[src/core/dbsps_regs.vh]
/*
  Register offsets, field positions, operation codes and reset values for the
  accumulator, product and bit-set execution block.
  Assumes it is included by bare name from the design files.
*/
`ifndef DBSPS_REGS_VH
`define DBSPS_REGS_VH

// Word indices on the register bus; the byte address is four times the index.
`define DBSPS_OFF_CMD 6'h00
`define DBSPS_OFF_ADDR 6'h01
`define DBSPS_OFF_ACC 6'h02
`define DBSPS_OFF_PROD 6'h03
`define DBSPS_OFF_ST0 6'h04
`define DBSPS_OFF_ST1 6'h05
`define DBSPS_OFF_STAT 6'h06
`define DBSPS_OFF_LOADVAL 6'h07
`define DBSPS_OFF_WAITS 6'h08
`define DBSPS_OFF_MEMRD 6'h09

// Command word fields.
`define DBSPS_CMD_OP_LSB 0
`define DBSPS_CMD_BIT_LSB 3
`define DBSPS_CMD_PEXT_BIT 6
`define DBSPS_CMD_LOC_LSB 8
`define DBSPS_CMD_SAME_BIT 10
`define DBSPS_CMD_CNT_LSB 11

// Operation codes.
`define DBSPS_OP_SET_CONTROL_BIT_OP 3'h0
`define DBSPS_OP_SFL 3'h1
`define DBSPS_OP_SFR 3'h2
`define DBSPS_OP_SUBTRACT_PRODUCT_OP 3'h3
`define DBSPS_OP_SPH 3'h4
`define DBSPS_OP_SPL 3'h5
`define DBSPS_OP_LST0 3'h6
`define DBSPS_OP_LST1 3'h7

// Operand placement codes.
`define DBSPS_LOC_DUAL 2'h0
`define DBSPS_LOC_SINGLE 2'h1
`define DBSPS_LOC_EXT 2'h2

// Status bit positions.
`define DBSPS_ST0_OV 12
`define DBSPS_ST0_OVM 11
`define DBSPS_ST0_INTERRUPT_MASK_MODE 9
`define DBSPS_ST1_CNF 12
`define DBSPS_ST1_TC 11
`define DBSPS_ST1_SXM 10
`define DBSPS_ST1_C 9
`define DBSPS_ST1_XF 4

// Product shift mode codes.
`define DBSPS_PM_NONE 2'h0
`define DBSPS_PM_L1 2'h1
`define DBSPS_PM_L4 2'h2
`define DBSPS_PM_R6 2'h3

// Reset values.
`define DBSPS_ST0_RST 16'h0000
`define DBSPS_ST1_RST 16'h0000
`define DBSPS_WAITS_RST 8'h00

// Bus response codes.
`define DBSPS_RESP_OKAY 2'h0
`define DBSPS_RESP_SLVERR 2'h2

`endif

[src/core/dbsps_prod_shifter.v]
/*
  Product shifter: scales the 32-bit product value by the selected mode.
  Assumes the product value and mode are registered in the caller's clock domain.
*/
`timescale 1ns/100ps
`default_nettype none
`include "dbsps_regs.vh"

module dbsps_prod_shifter (
  input wire [31:0] prodIn,
  input wire [1:0] shiftMode,
  output reg [31:0] prodOut
);

  // Pure combinational shift of a full copy of the product value.
  always @*
  begin
    case (shiftMode)
      `DBSPS_PM_NONE: prodOut = prodIn;
      `DBSPS_PM_L1: prodOut = {prodIn[30:0], 1'b0};
      `DBSPS_PM_L4: prodOut = {prodIn[27:0], 4'h0};
      `DBSPS_PM_R6: prodOut = {{6{prodIn[31]}}, prodIn[31:6]};
      default: prodOut = prodIn;
    endcase
  end

endmodule
`default_nettype wire

[src/core/dbsps_data_mem.v]
/*
  Small 16-bit data memory that receives product stores.
  Assumes one clock; read data come out of a register one cycle after the address.
*/
`timescale 1ns/100ps
`default_nettype none

module dbsps_data_mem #(
  parameter AW = 8
) (
  input wire clock,
  input wire rstn,
  input wire writeEn,
  input wire [AW-1:0] writeAddr,
  input wire [15:0] writeData,
  input wire [AW-1:0] readAddr,
  output reg [15:0] readData_reg
);

  reg [15:0] words [0:(1<<AW)-1];

  // Write port; contents are not reset.
  always @(posedge clock)
  begin
    if (writeEn)
      words[writeAddr] <= writeData;
  end

  // Registered read port.
  always @(posedge clock)
  begin
    if (!rstn)
      readData_reg <= 16'h0000;
    else
      readData_reg <= words[readAddr];
  end

endmodule
`default_nettype wire

[src/core/dbsps_core.v]
/*
  Execution block for bit-set, accumulator shift, product subtract and product
  store operations, with an AXI4-Lite register slave.
  Assumes a single clock and a synchronous active-low reset; the store target is
  the internal data memory instance.
*/
// Added by the designer: the register offsets and the AXI4-Lite register port.
// How it works
// - Set-bit forces chosen flag, others unchanged.
// - Flags live in two status words, loadable.
// - Single set-bit costs one, plus program waits.
// - Repeated set-bit costs n plus program waits.
// - Left shift: bit 31 to carry, zero in.
// - Low store writes low shifted product half.
// - Stores use full product through current shifter.
// - Right-six mode sign-extends, drops low bits.
// - Left modes drop top bits, zero fill.
// - Mode zero passes product unshifted.
// - Stores leave product and accumulator alone.
// - Single high store cost by placement.
// - Repeated high store: n, or 2n+nd.
// - Same single-access block adds one or two.
// - Shift mode sits in bits 1:0 of word 1.
`timescale 1ns/100ps
`default_nettype none
`include "dbsps_regs.vh"

module dbsps_core #(
  parameter MEM_AW = 8
) (
  input wire clock,
  input wire rstn,
  input wire [7:0] s_axi_awaddr,
  input wire s_axi_awvalid,
  output wire s_axi_awready,
  input wire [31:0] s_axi_wdata,
  input wire [3:0] s_axi_wstrb,
  input wire s_axi_wvalid,
  output wire s_axi_wready,
  output reg [1:0] s_axi_bresp,
  output reg s_axi_bvalid,
  input wire s_axi_bready,
  input wire [7:0] s_axi_araddr,
  input wire s_axi_arvalid,
  output wire s_axi_arready,
  output reg [31:0] s_axi_rdata,
  output reg [1:0] s_axi_rresp,
  output reg s_axi_rvalid,
  input wire s_axi_rready
);

  reg [7:0] awAddr_reg;
  reg awHeld_reg;
  reg [31:0] wData_reg;
  reg [3:0] wStrb_reg;
  reg wHeld_reg;
  reg [7:0] arAddr_reg;
  reg rdPend_reg;
  reg [31:0] acc_reg, acc_next;
  reg [31:0] prod_reg, prod_next;
  reg [15:0] st0_reg, st0_next;
  reg [15:0] st1_reg, st1_next;
  reg [MEM_AW-1:0] addr_reg;
  reg [15:0] loadVal_reg;
  reg [7:0] waits_reg;
  reg [2:0] op_reg;
  reg [2:0] bitSel_reg;
  reg [7:0] iters_reg;
  reg [15:0] cycles_reg;
  reg memWe;
  reg [15:0] memWdata;
  reg [32:0] diff;
  reg ovf;
  wire [31:0] shiftedProd;
  wire [15:0] memRd;
  wire busy;
  wire doWrite;
  wire [5:0] wIdx;
  wire [31:0] wMask;

  // Busy flag, write decode and the byte mask of the captured strobes.
  assign busy = (cycles_reg != 16'h0000);
  assign doWrite = awHeld_reg && wHeld_reg && !s_axi_bvalid;
  assign wIdx = awAddr_reg[7:2];
  assign wMask = {{8{wStrb_reg[3]}}, {8{wStrb_reg[2]}}, {8{wStrb_reg[1]}}, {8{wStrb_reg[0]}}};
  assign s_axi_awready = !awHeld_reg && !s_axi_bvalid;
  assign s_axi_wready = !wHeld_reg && !s_axi_bvalid;
  assign s_axi_arready = !rdPend_reg && !s_axi_rvalid;

  // Total cycles an operation occupies, from program and operand placement.
  function [15:0] cycleCost;
    input [2:0] op;
    input progExt;
    input [1:0] loc;
    input sameBlock;
    input [7:0] cnt;
    input [3:0] pw;
    input [3:0] dw;
    reg [15:0] n, p, d;
    reg rep;
    begin
      n = (cnt == 8'h00) ? 16'h0001 : {8'h00, cnt};
      p = progExt ? {12'h000, pw} : 16'h0000;
      d = {12'h000, dw};
      rep = (cnt != 8'h00);
      if (op != `DBSPS_OP_SPH && op != `DBSPS_OP_SPL)
        cycleCost = n + p;
      else if (loc == `DBSPS_LOC_EXT)
      begin
        if (rep)
          cycleCost = n + n + n * d + (progExt ? 16'h0002 + p : 16'h0000);
        else
          cycleCost = progExt ? 16'h0004 + d + p : 16'h0002 + d;
      end
      else if (loc == `DBSPS_LOC_SINGLE && sameBlock && !progExt)
        cycleCost = n + (rep ? 16'h0002 : 16'h0001);
      else
        cycleCost = n + p;
    end
  endfunction

  // Full product copy goes through the shifter before any use.
  dbsps_prod_shifter uShifter (
    .prodIn(prod_reg),
    .shiftMode(st1_reg[1:0]),
    .prodOut(shiftedProd)
  );
  // Store target; its registered read feeds the memory readback word.
  dbsps_data_mem #(.AW(MEM_AW)) uMem (
    .clock(clock), .rstn(rstn), .writeEn(memWe), .writeAddr(addr_reg),
    .writeData(memWdata), .readAddr(addr_reg), .readData_reg(memRd)
  );

  // Datapath: one repetition of the latched operation per cycle, or a bus write.
  always @*
  begin
    acc_next = acc_reg;
    prod_next = prod_reg;
    st0_next = st0_reg;
    st1_next = st1_reg;
    memWe = 1'b0;
    memWdata = 16'h0000;
    diff = {1'b0, acc_reg} - {1'b0, shiftedProd};
    ovf = (acc_reg[31] != shiftedProd[31]) && (diff[31] != acc_reg[31]);
    if (iters_reg != 8'h00)
    begin
      case (op_reg)
        `DBSPS_OP_SET_CONTROL_BIT_OP:
        begin
          case (bitSel_reg)
            3'h0: st1_next[`DBSPS_ST1_C] = 1'b1;
            3'h1: st1_next[`DBSPS_ST1_CNF] = 1'b1;
            3'h2: st0_next[`DBSPS_ST0_INTERRUPT_MASK_MODE] = 1'b1;
            3'h3: st0_next[`DBSPS_ST0_OVM] = 1'b1;
            3'h4: st1_next[`DBSPS_ST1_SXM] = 1'b1;
            3'h5: st1_next[`DBSPS_ST1_TC] = 1'b1;
            3'h6: st1_next[`DBSPS_ST1_XF] = 1'b1;
            default: st1_next = st1_reg;
          endcase
        end
        `DBSPS_OP_SFL:
        begin
          st1_next[`DBSPS_ST1_C] = acc_reg[31];
          acc_next = {acc_reg[30:0], 1'b0};
        end
        `DBSPS_OP_SFR:
        begin
          st1_next[`DBSPS_ST1_C] = acc_reg[0];
          acc_next = {st1_reg[`DBSPS_ST1_SXM] & acc_reg[31], acc_reg[31:1]};
        end
        `DBSPS_OP_SUBTRACT_PRODUCT_OP:
        begin
          st1_next[`DBSPS_ST1_C] = !diff[32];
          st0_next[`DBSPS_ST0_OV] = st0_reg[`DBSPS_ST0_OV] | ovf;
          if (ovf && st0_reg[`DBSPS_ST0_OVM])
            acc_next = acc_reg[31] ? 32'h80000000 : 32'h7FFFFFFF;
          else
            acc_next = diff[31:0];
        end
        `DBSPS_OP_SPH:
        begin
          memWe = 1'b1;
          memWdata = shiftedProd[31:16];
        end
        `DBSPS_OP_SPL:
        begin
          memWe = 1'b1;
          memWdata = shiftedProd[15:0];
        end
        `DBSPS_OP_LST0: st0_next = loadVal_reg;
        `DBSPS_OP_LST1: st1_next = loadVal_reg;
        default: acc_next = acc_reg;
      endcase
    end
    else if (doWrite && !busy)
    begin
      if (wIdx == `DBSPS_OFF_ACC)
        acc_next = (acc_reg & ~wMask) | (wData_reg & wMask);
      if (wIdx == `DBSPS_OFF_PROD)
        prod_next = (prod_reg & ~wMask) | (wData_reg & wMask);
    end
  end

  // Architectural state and operation sequencing.
  always @(posedge clock)
  begin
    if (!rstn)
    begin
      acc_reg <= 32'h00000000;
      prod_reg <= 32'h00000000;
      st0_reg <= `DBSPS_ST0_RST;
      st1_reg <= `DBSPS_ST1_RST;
      addr_reg <= {MEM_AW{1'b0}};
      loadVal_reg <= 16'h0000;
      waits_reg <= `DBSPS_WAITS_RST;
      op_reg <= `DBSPS_OP_SET_CONTROL_BIT_OP;
      bitSel_reg <= 3'h0;
      iters_reg <= 8'h00;
      cycles_reg <= 16'h0000;
    end
    else
    begin
      acc_reg <= acc_next;
      prod_reg <= prod_next;
      st0_reg <= st0_next;
      st1_reg <= st1_next;
      if (iters_reg != 8'h00)
        iters_reg <= iters_reg - 8'h01;
      if (busy)
        cycles_reg <= cycles_reg - 16'h0001;
      if (doWrite && !busy)
      begin
        if (wIdx == `DBSPS_OFF_ADDR)
          addr_reg <= wData_reg[MEM_AW-1:0];
        if (wIdx == `DBSPS_OFF_LOADVAL)
          loadVal_reg <= (loadVal_reg & ~wMask[15:0]) | (wData_reg[15:0] & wMask[15:0]);
        if (wIdx == `DBSPS_OFF_WAITS && wStrb_reg[0])
          waits_reg <= wData_reg[7:0];
        if (wIdx == `DBSPS_OFF_CMD)
        begin
          op_reg <= wData_reg[`DBSPS_CMD_OP_LSB +: 3];
          bitSel_reg <= wData_reg[`DBSPS_CMD_BIT_LSB +: 3];
          iters_reg <= (wData_reg[`DBSPS_CMD_CNT_LSB +: 8] == 8'h00) ? 8'h01 :
            wData_reg[`DBSPS_CMD_CNT_LSB +: 8];
          cycles_reg <= cycleCost(wData_reg[`DBSPS_CMD_OP_LSB +: 3],
            wData_reg[`DBSPS_CMD_PEXT_BIT], wData_reg[`DBSPS_CMD_LOC_LSB +: 2],
            wData_reg[`DBSPS_CMD_SAME_BIT], wData_reg[`DBSPS_CMD_CNT_LSB +: 8],
            waits_reg[3:0], waits_reg[7:4]);
        end
      end
    end
  end

  // Write channel capture and response.
  always @(posedge clock)
  begin
    if (!rstn)
    begin
      awAddr_reg <= 8'h00;
      awHeld_reg <= 1'b0;
      wData_reg <= 32'h00000000;
      wStrb_reg <= 4'h0;
      wHeld_reg <= 1'b0;
      s_axi_bvalid <= 1'b0;
      s_axi_bresp <= `DBSPS_RESP_OKAY;
    end
    else
    begin
      if (s_axi_awvalid && s_axi_awready)
      begin
        awAddr_reg <= s_axi_awaddr;
        awHeld_reg <= 1'b1;
      end
      if (s_axi_wvalid && s_axi_wready)
      begin
        wData_reg <= s_axi_wdata;
        wStrb_reg <= s_axi_wstrb;
        wHeld_reg <= 1'b1;
      end
      if (doWrite)
      begin
        awHeld_reg <= 1'b0;
        wHeld_reg <= 1'b0;
        s_axi_bvalid <= 1'b1;
        s_axi_bresp <= (wIdx > `DBSPS_OFF_MEMRD) ? `DBSPS_RESP_SLVERR : `DBSPS_RESP_OKAY;
      end
      else if (s_axi_bvalid && s_axi_bready)
        s_axi_bvalid <= 1'b0;
    end
  end

  // Read channel: address taken, data registered on the following edge.
  always @(posedge clock)
  begin
    if (!rstn)
    begin
      arAddr_reg <= 8'h00;
      rdPend_reg <= 1'b0;
      s_axi_rvalid <= 1'b0;
      s_axi_rdata <= 32'h00000000;
      s_axi_rresp <= `DBSPS_RESP_OKAY;
    end
    else
    begin
      if (s_axi_arvalid && s_axi_arready)
      begin
        arAddr_reg <= s_axi_araddr;
        rdPend_reg <= 1'b1;
      end
      if (rdPend_reg)
      begin
        rdPend_reg <= 1'b0;
        s_axi_rvalid <= 1'b1;
        s_axi_rresp <= (arAddr_reg[7:2] > `DBSPS_OFF_MEMRD) ? `DBSPS_RESP_SLVERR : `DBSPS_RESP_OKAY;
        case (arAddr_reg[7:2])
          `DBSPS_OFF_CMD: s_axi_rdata <= {29'h00000000, op_reg};
          `DBSPS_OFF_ADDR: s_axi_rdata <= {{(32-MEM_AW){1'b0}}, addr_reg};
          `DBSPS_OFF_ACC: s_axi_rdata <= acc_reg;
          `DBSPS_OFF_PROD: s_axi_rdata <= prod_reg;
          `DBSPS_OFF_ST0: s_axi_rdata <= {16'h0000, st0_reg};
          `DBSPS_OFF_ST1: s_axi_rdata <= {16'h0000, st1_reg};
          `DBSPS_OFF_STAT: s_axi_rdata <= {cycles_reg, 15'h0000, busy};
          `DBSPS_OFF_LOADVAL: s_axi_rdata <= {16'h0000, loadVal_reg};
          `DBSPS_OFF_WAITS: s_axi_rdata <= {24'h000000, waits_reg};
          `DBSPS_OFF_MEMRD: s_axi_rdata <= {16'h0000, memRd};
          default: s_axi_rdata <= 32'h00000000;
        endcase
      end
      else if (s_axi_rvalid && s_axi_rready)
        s_axi_rvalid <= 1'b0;
    end
  end

endmodule
`default_nettype wire

[config.mk]
export PLATFORM = sky130hd
export DESIGN_NAME = dbsps_core
export DESIGN_NICKNAME = d
export VERILOG_FILES = /design/src/core/dbsps_prod_shifter.v /design/src/core/dbsps_data_mem.v /design/src/core/dbsps_core.v
export VERILOG_INCLUDE_DIRS = /design/src /design/src/core
export SDC_FILE = /design/constraint.sdc
export NUM_CORES = 2
export LEC_CHECK = 0
export ABC_AREA = 1
export BUFFER_PORTS_ARGS = -buffer_cell sky130_fd_sc_hd__buf_2
export CAP_MARGIN = 25
export CORE_ASPECT_RATIO = 1.4
export CORE_MARGIN = 5
export CORE_UTILIZATION = 25
export CTS_CLUSTER_SIZE = 12
export DETAILED_ROUTE_END_ITERATION = 10
export SYNTH_ARGS = -nofsm -noshare
export SYNTH_HDL_FRONTEND = slang
export SYNTH_SLANG_ARGS = --single-unit
[constraint.sdc]
create_clock -name clock -period 11.2 [get_ports clock]
set_input_delay 0.56 -clock clock [delete_from_list [all_inputs] [get_ports clock]]
set_output_delay 0.56 -clock clock [all_outputs]
set_load 0.03 [all_outputs]
==> impl_results.html <==
<table>
<tr><th>Metric</th><th>Value</th></tr>
<tr><th colspan="2">Outcome</th></tr>
<tr><td>Status</td><td>finished, violations left</td></tr>
<tr><td>Violated checks</td><td>slew limit</td></tr>
<tr><th colspan="2">Worst setup path</th></tr>
<tr><td>Kind of critical path</td><td>flop to flop</td></tr>
<tr><td>Startpoint type of the worst setup path</td><td>flop</td></tr>
<tr><td>Cell with the biggest individual delay on the critical path</td><td>sky130_fd_sc_hd__dfxtp_1</td></tr>
<tr><td>Critical path fanouts, max</td><td>9</td></tr>
<tr><td>Library cell appearing most often on the critical path</td><td>sky130_fd_sc_hd__nand2_1</td></tr>
<tr><td>Worst-case register-to-register setup slack</td><td>5.86 ns</td></tr>
<tr><td>Max stage delay on crit path</td><td>0.66 ns</td></tr>
<tr><td>Required time reported for the critical path endpoint</td><td>12.11 ns</td></tr>
<tr><td>Type of destination of the critical path</td><td>flop</td></tr>
<tr><td>Critical path arrival</td><td>6.25 ns</td></tr>
<tr><th colspan="2">Detailed routing</th></tr>
<tr><td>Remaining antenna violation count after routing</td><td>0</td></tr>
<tr><td>Vias per cell</td><td>4.921</td></tr>
<tr><td>Routed wire length on met3</td><td>38300 um</td></tr>
<tr><td>Avg WL per Cell</td><td>24.05 um</td></tr>
<tr><td>Total via count after detailed routing</td><td>107300</td></tr>
<tr><td>Initial DRT Pass Iterations</td><td>9</td></tr>
<tr><td>Amount of wire on met2 after detailed routing</td><td>255400 um</td></tr>
<tr><td>Final WL</td><td>524500 um</td></tr>
<tr><td>Highest routing layer actually used</td><td>met5</td></tr>
<tr><td>Final routed DRC violation total</td><td>0</td></tr>
<tr><td>Iteration-0 DRC Markers</td><td>12460</td></tr>
<tr><td>Met1 wire length</td><td>194800 um</td></tr>
<tr><th colspan="2">Pwr</th></tr>
<tr><td>Leakage dissipation</td><td>61.82 nW</td></tr>
<tr><td>Worst supply voltage drop on vdd</td><td>0.1249 mV</td></tr>
<tr><td>Cell area power density</td><td>163.3 nW/um2</td></tr>
<tr><th colspan="2">Layout</th></tr>
<tr><td>Area growth syn-to-layout</td><td>14.47%</td></tr>
<tr><td>Number of flip-flops in the largest register</td><td>4096</td></tr>
<tr><td>Sequential standard cell area</td><td>128200 um2</td></tr>
<tr><td>Fill count</td><td>68470</td></tr>
<tr><td>Fraction of final layout cells with drive strength greater than 1</td><td>8.783%</td></tr>
<tr><td>Fin nets</td><td>12800</td></tr>
<tr><td>Most frequent cells in the layout</td><td>4096 x sky130_fd_sc_hd__edfxtp_1, 2459 x sky130_fd_sc_hd__nand2_1, 2068 x sky130_fd_sc_hd__a22oi_1</td></tr>
<tr><td>Multi-input gate area</td><td>37900 um2</td></tr>
<tr><td>Commonest non-fill, non-tap cell in the layout</td><td>sky130_fd_sc_hd__edfxtp_1</td></tr>
<tr><th colspan="2">Timing</th></tr>
<tr><td>Worst Tran Pin Value</td><td>1.673 ns</td></tr>
<tr><td>Hold Vio Cnt, Final</td><td>0</td></tr>
<tr><td>Number of pins with negative max-slew slack in the final report</td><td>62</td></tr>
<tr><td>RSZ-0062 raised after global routing</td><td>false</td></tr>
<tr><td>Setup TNS Final</td><td>0 ns</td></tr>
<tr><td>Highest clock frequency the design can meet</td><td>0.1873 GHz</td></tr>
<tr><td>Worst slew margin relative to its limit</td><td>-11.53%</td></tr>
<tr><td>Setup-violating endpoint count in the final report</td><td>0</td></tr>
<tr><td>Share of the cycle needed by the critical path after routing</td><td>47.67%</td></tr>
<tr><td>Minimum clock period</td><td>5.338 ns</td></tr>
<tr><td>Clock Skew</td><td>0.1151 ns</td></tr>
<tr><td>Setup slack of the critical path after layout</td><td>5.862 ns</td></tr>
<tr><th colspan="2">Global route</th></tr>
<tr><td>Number of global-route vias before repair</td><td>104000</td></tr>
<tr><td>Wire length of the first global-routing pass</td><td>747600 um</td></tr>
<tr><td>Total gr overflow</td><td>0</td></tr>
<tr><td>Largest net degree at the start of global routing</td><td>196</td></tr>
<tr><td>Antenna violations before repair</td><td>18</td></tr>
<tr><td>Total global-route track usage</td><td>14.27%</td></tr>
<tr><th colspan="2">Floorplanning</th></tr>
<tr><td>Starting density of the core</td><td>25.03%</td></tr>
<tr><td>Core Footprint</td><td>681900 um2</td></tr>
<tr><td>Number of top-level pins</td><td>100</td></tr>
<tr><td>Site Rows</td><td>359</td></tr>
<tr><td>Area enclosed by the die boundary</td><td>699700 um2</td></tr>
<tr><td>Die Span X</td><td>708.4 um</td></tr>
<tr><td>Die Y</td><td>987.7 um</td></tr>
<tr><th colspan="2">CTS</th></tr>
<tr><td>Number of gates resized after CTS</td><td>0</td></tr>
<tr><td>Clock transition at the registers of the reported paths</td><td>0.06 ns</td></tr>
<tr><td>Clock Path Buffers</td><td>4</td></tr>
<tr><td>Number of clock sinks</td><td>4357</td></tr>
<tr><td>Hold_buf cts</td><td>37</td></tr>
<tr><td>Post-CTS setup buffer count</td><td>0</td></tr>
<tr><td>Root cell of the clock tree</td><td>sky130_fd_sc_hd__clkbuf_16</td></tr>
<tr><td>Inserted Clock Buffers</td><td>416</td></tr>
<tr><td>Clock latency at the later pin of the worst-skew pair</td><td>0.97 ns</td></tr>
<tr><td>Level count of the clock H-tree</td><td>5</td></tr>
<tr><td>TritonCTS clock tree</td><td>done</td></tr>
<tr><th colspan="2">Logic synthesis</th></tr>
<tr><td>Number of synthesized flops with an enable pin</td><td>4096</td></tr>
<tr><td>Top post-synthesis cells by area</td><td>sky130_fd_sc_hd__edfxtp_1 72%, sky130_fd_sc_hd__a22oi_1 9.1%, sky130_fd_sc_hd__nand2_1 5.4%</td></tr>
<tr><td>Library cells used by synthesis</td><td>61</td></tr>
<tr><td>Post-synthesis sequential area ratio</td><td>75.12%</td></tr>
<tr><td>Synth area leader</td><td>sky130_fd_sc_hd__edfxtp_1</td></tr>
<tr><td>Number of register bits inferred by synthesis</td><td>4357</td></tr>
<tr><td>Number of warning messages in the yosys log</td><td>0</td></tr>
<tr><td>Netlist area before placement</td><td>170700 um2</td></tr>
<tr><td>Area fraction of the dominant cell type after synthesis</td><td>72.06%</td></tr>
<tr><td>Commonest register cell after synthesis</td><td>sky130_fd_sc_hd__edfxtp_1</td></tr>
<tr><td>Post-Synthesis Mean Instance Area</td><td>13.83 um2</td></tr>
<tr><td>Number of cells produced by synthesis</td><td>12350</td></tr>
<tr><td>Share of synthesized flip-flops with an asynchronous set or reset</td><td>0%</td></tr>
<tr><th colspan="2">Placed design</th></tr>
<tr><td>DP Worst Slack</td><td>5.895 ns</td></tr>
<tr><td>IO buf count</td><td>93</td></tr>
<tr><td>Dpl hpwl</td><td>310000 um</td></tr>
<tr><td>GP Congestion</td><td>0.9066</td></tr>
<tr><th colspan="2">Hold path</th></tr>
<tr><td>Worst min-delay path category</td><td>primary input to flop</td></tr>
<tr><th colspan="2">Job</th></tr>
<tr><td>Number of max-cap violations</td><td>0</td></tr>
</table>
area by class of cell:
type,count,share of cell area (%)
flip-flops and latches,4357,65.62
multi-input cells,6848,19.39
well taps,9025,5.779
clock buffers,502,5.583
repair buffers,624,2.581
inverters,400,0.7754
clock inverters,43,0.2606
diodes,6,0.007684
cell families (layout without fill, tap and decap cells):
kind of cell,count (synthesis),in the layout,share of synthesized area (%)
flip-flops,4357,4357,75.12
AND/OR/NAND/NOR,3545,3545,8.187
AO/OA/AOI/OAI,3164,3164,12.81
buffers and inverters,1143,1569,2.843
adder cells (fa/ha/maj),98,98,0.8415
XOR/XNOR,38,38,0.1950
other,1,8,0.002197
multiplexers,1,1,0.005864
per-layer routing:
metal	up-vias	GRT usage [%]
li1	47020	-
met1	54130	17.34
met2	5066	24.01
met3	1089	1.950
met4	12	8.650
met5	-	0
final timing paths:
path	startpoint	end	cells past startpoint
max	wData_reg[16]	cycles_reg[9]	26
max reg2reg	wData_reg[16]	cycles_reg[9]	26
min	s_axi_wdata[13]	wData_reg[13]	3
min reg2reg	awAddr_reg[7]	awAddr_reg[7]	2
synthesized netlist by cell type, types with 8 or more instances:
master and instances:
sky130_fd_sc_hd__a21boi_0 66, sky130_fd_sc_hd__nor3_1 73, sky130_fd_sc_hd__nand2_1 2469, sky130_fd_sc_hd__a21o_1 32, sky130_fd_sc_hd__o221ai_1 11, sky130_fd_sc_hd__buf_2 390, sky130_fd_sc_hd__o22ai_1 88, sky130_fd_sc_hd__xor2_1 16
sky130_fd_sc_hd__fa_1 28, sky130_fd_sc_hd__buf_4 10, sky130_fd_sc_hd__xnor2_1 22, sky130_fd_sc_hd__dfxtp_1 261, sky130_fd_sc_hd__clkbuf_1 295, sky130_fd_sc_hd__a22oi_1 2068, sky130_fd_sc_hd__a21oi_1 464, sky130_fd_sc_hd__buf_1 43
sky130_fd_sc_hd__o21ai_0 295, sky130_fd_sc_hd__clkinv_1 15, sky130_fd_sc_hd__nor2_1 722, sky130_fd_sc_hd__a211oi_1 46, sky130_fd_sc_hd__nor2_2 8, sky130_fd_sc_hd__nand4_1 107, sky130_fd_sc_hd__a221oi_1 19, sky130_fd_sc_hd__inv_1 379
sky130_fd_sc_hd__o31ai_1 27, sky130_fd_sc_hd__o2111ai_1 8, sky130_fd_sc_hd__ha_1 70, sky130_fd_sc_hd__edfxtp_1 4096, sky130_fd_sc_hd__nand3_1 140
critical path, delay by kind of cell, from the launching register on:
family                     cells  cell delay (ns)
DFF                            1             0.66
AOI/OAI and AO/OA              5             0.80
adders and majority gates      4             1.70
and+or+nand+nor               12             1.45
buffers and inverters          5             0.66
where the power goes:
group	total (mW)	switching [mW]	internal, mW
Sequential	17.7	0.102	17.6
Combinational	1.55	1.07	0.481
Clock	12.7	5.83	6.83
per-stage QoR:
stage                     cell area [um2]  std cells  hold slack [ns]  total power [mW]  util, %
after global routing               195400      21800          0.07746             32.85    28.66
after detailed placement           183500      21210           0.4556             19.56    26.91
after CTS                          195300      21790         0.009416             32.08    28.64
after global placement             183300      21190           0.4435             19.57    26.89
after floorplan                    170700      12350           0.4292             19.09        -
final                              195400      21810          0.08847             31.91    28.66
Power figures use the tool's default switching activity.
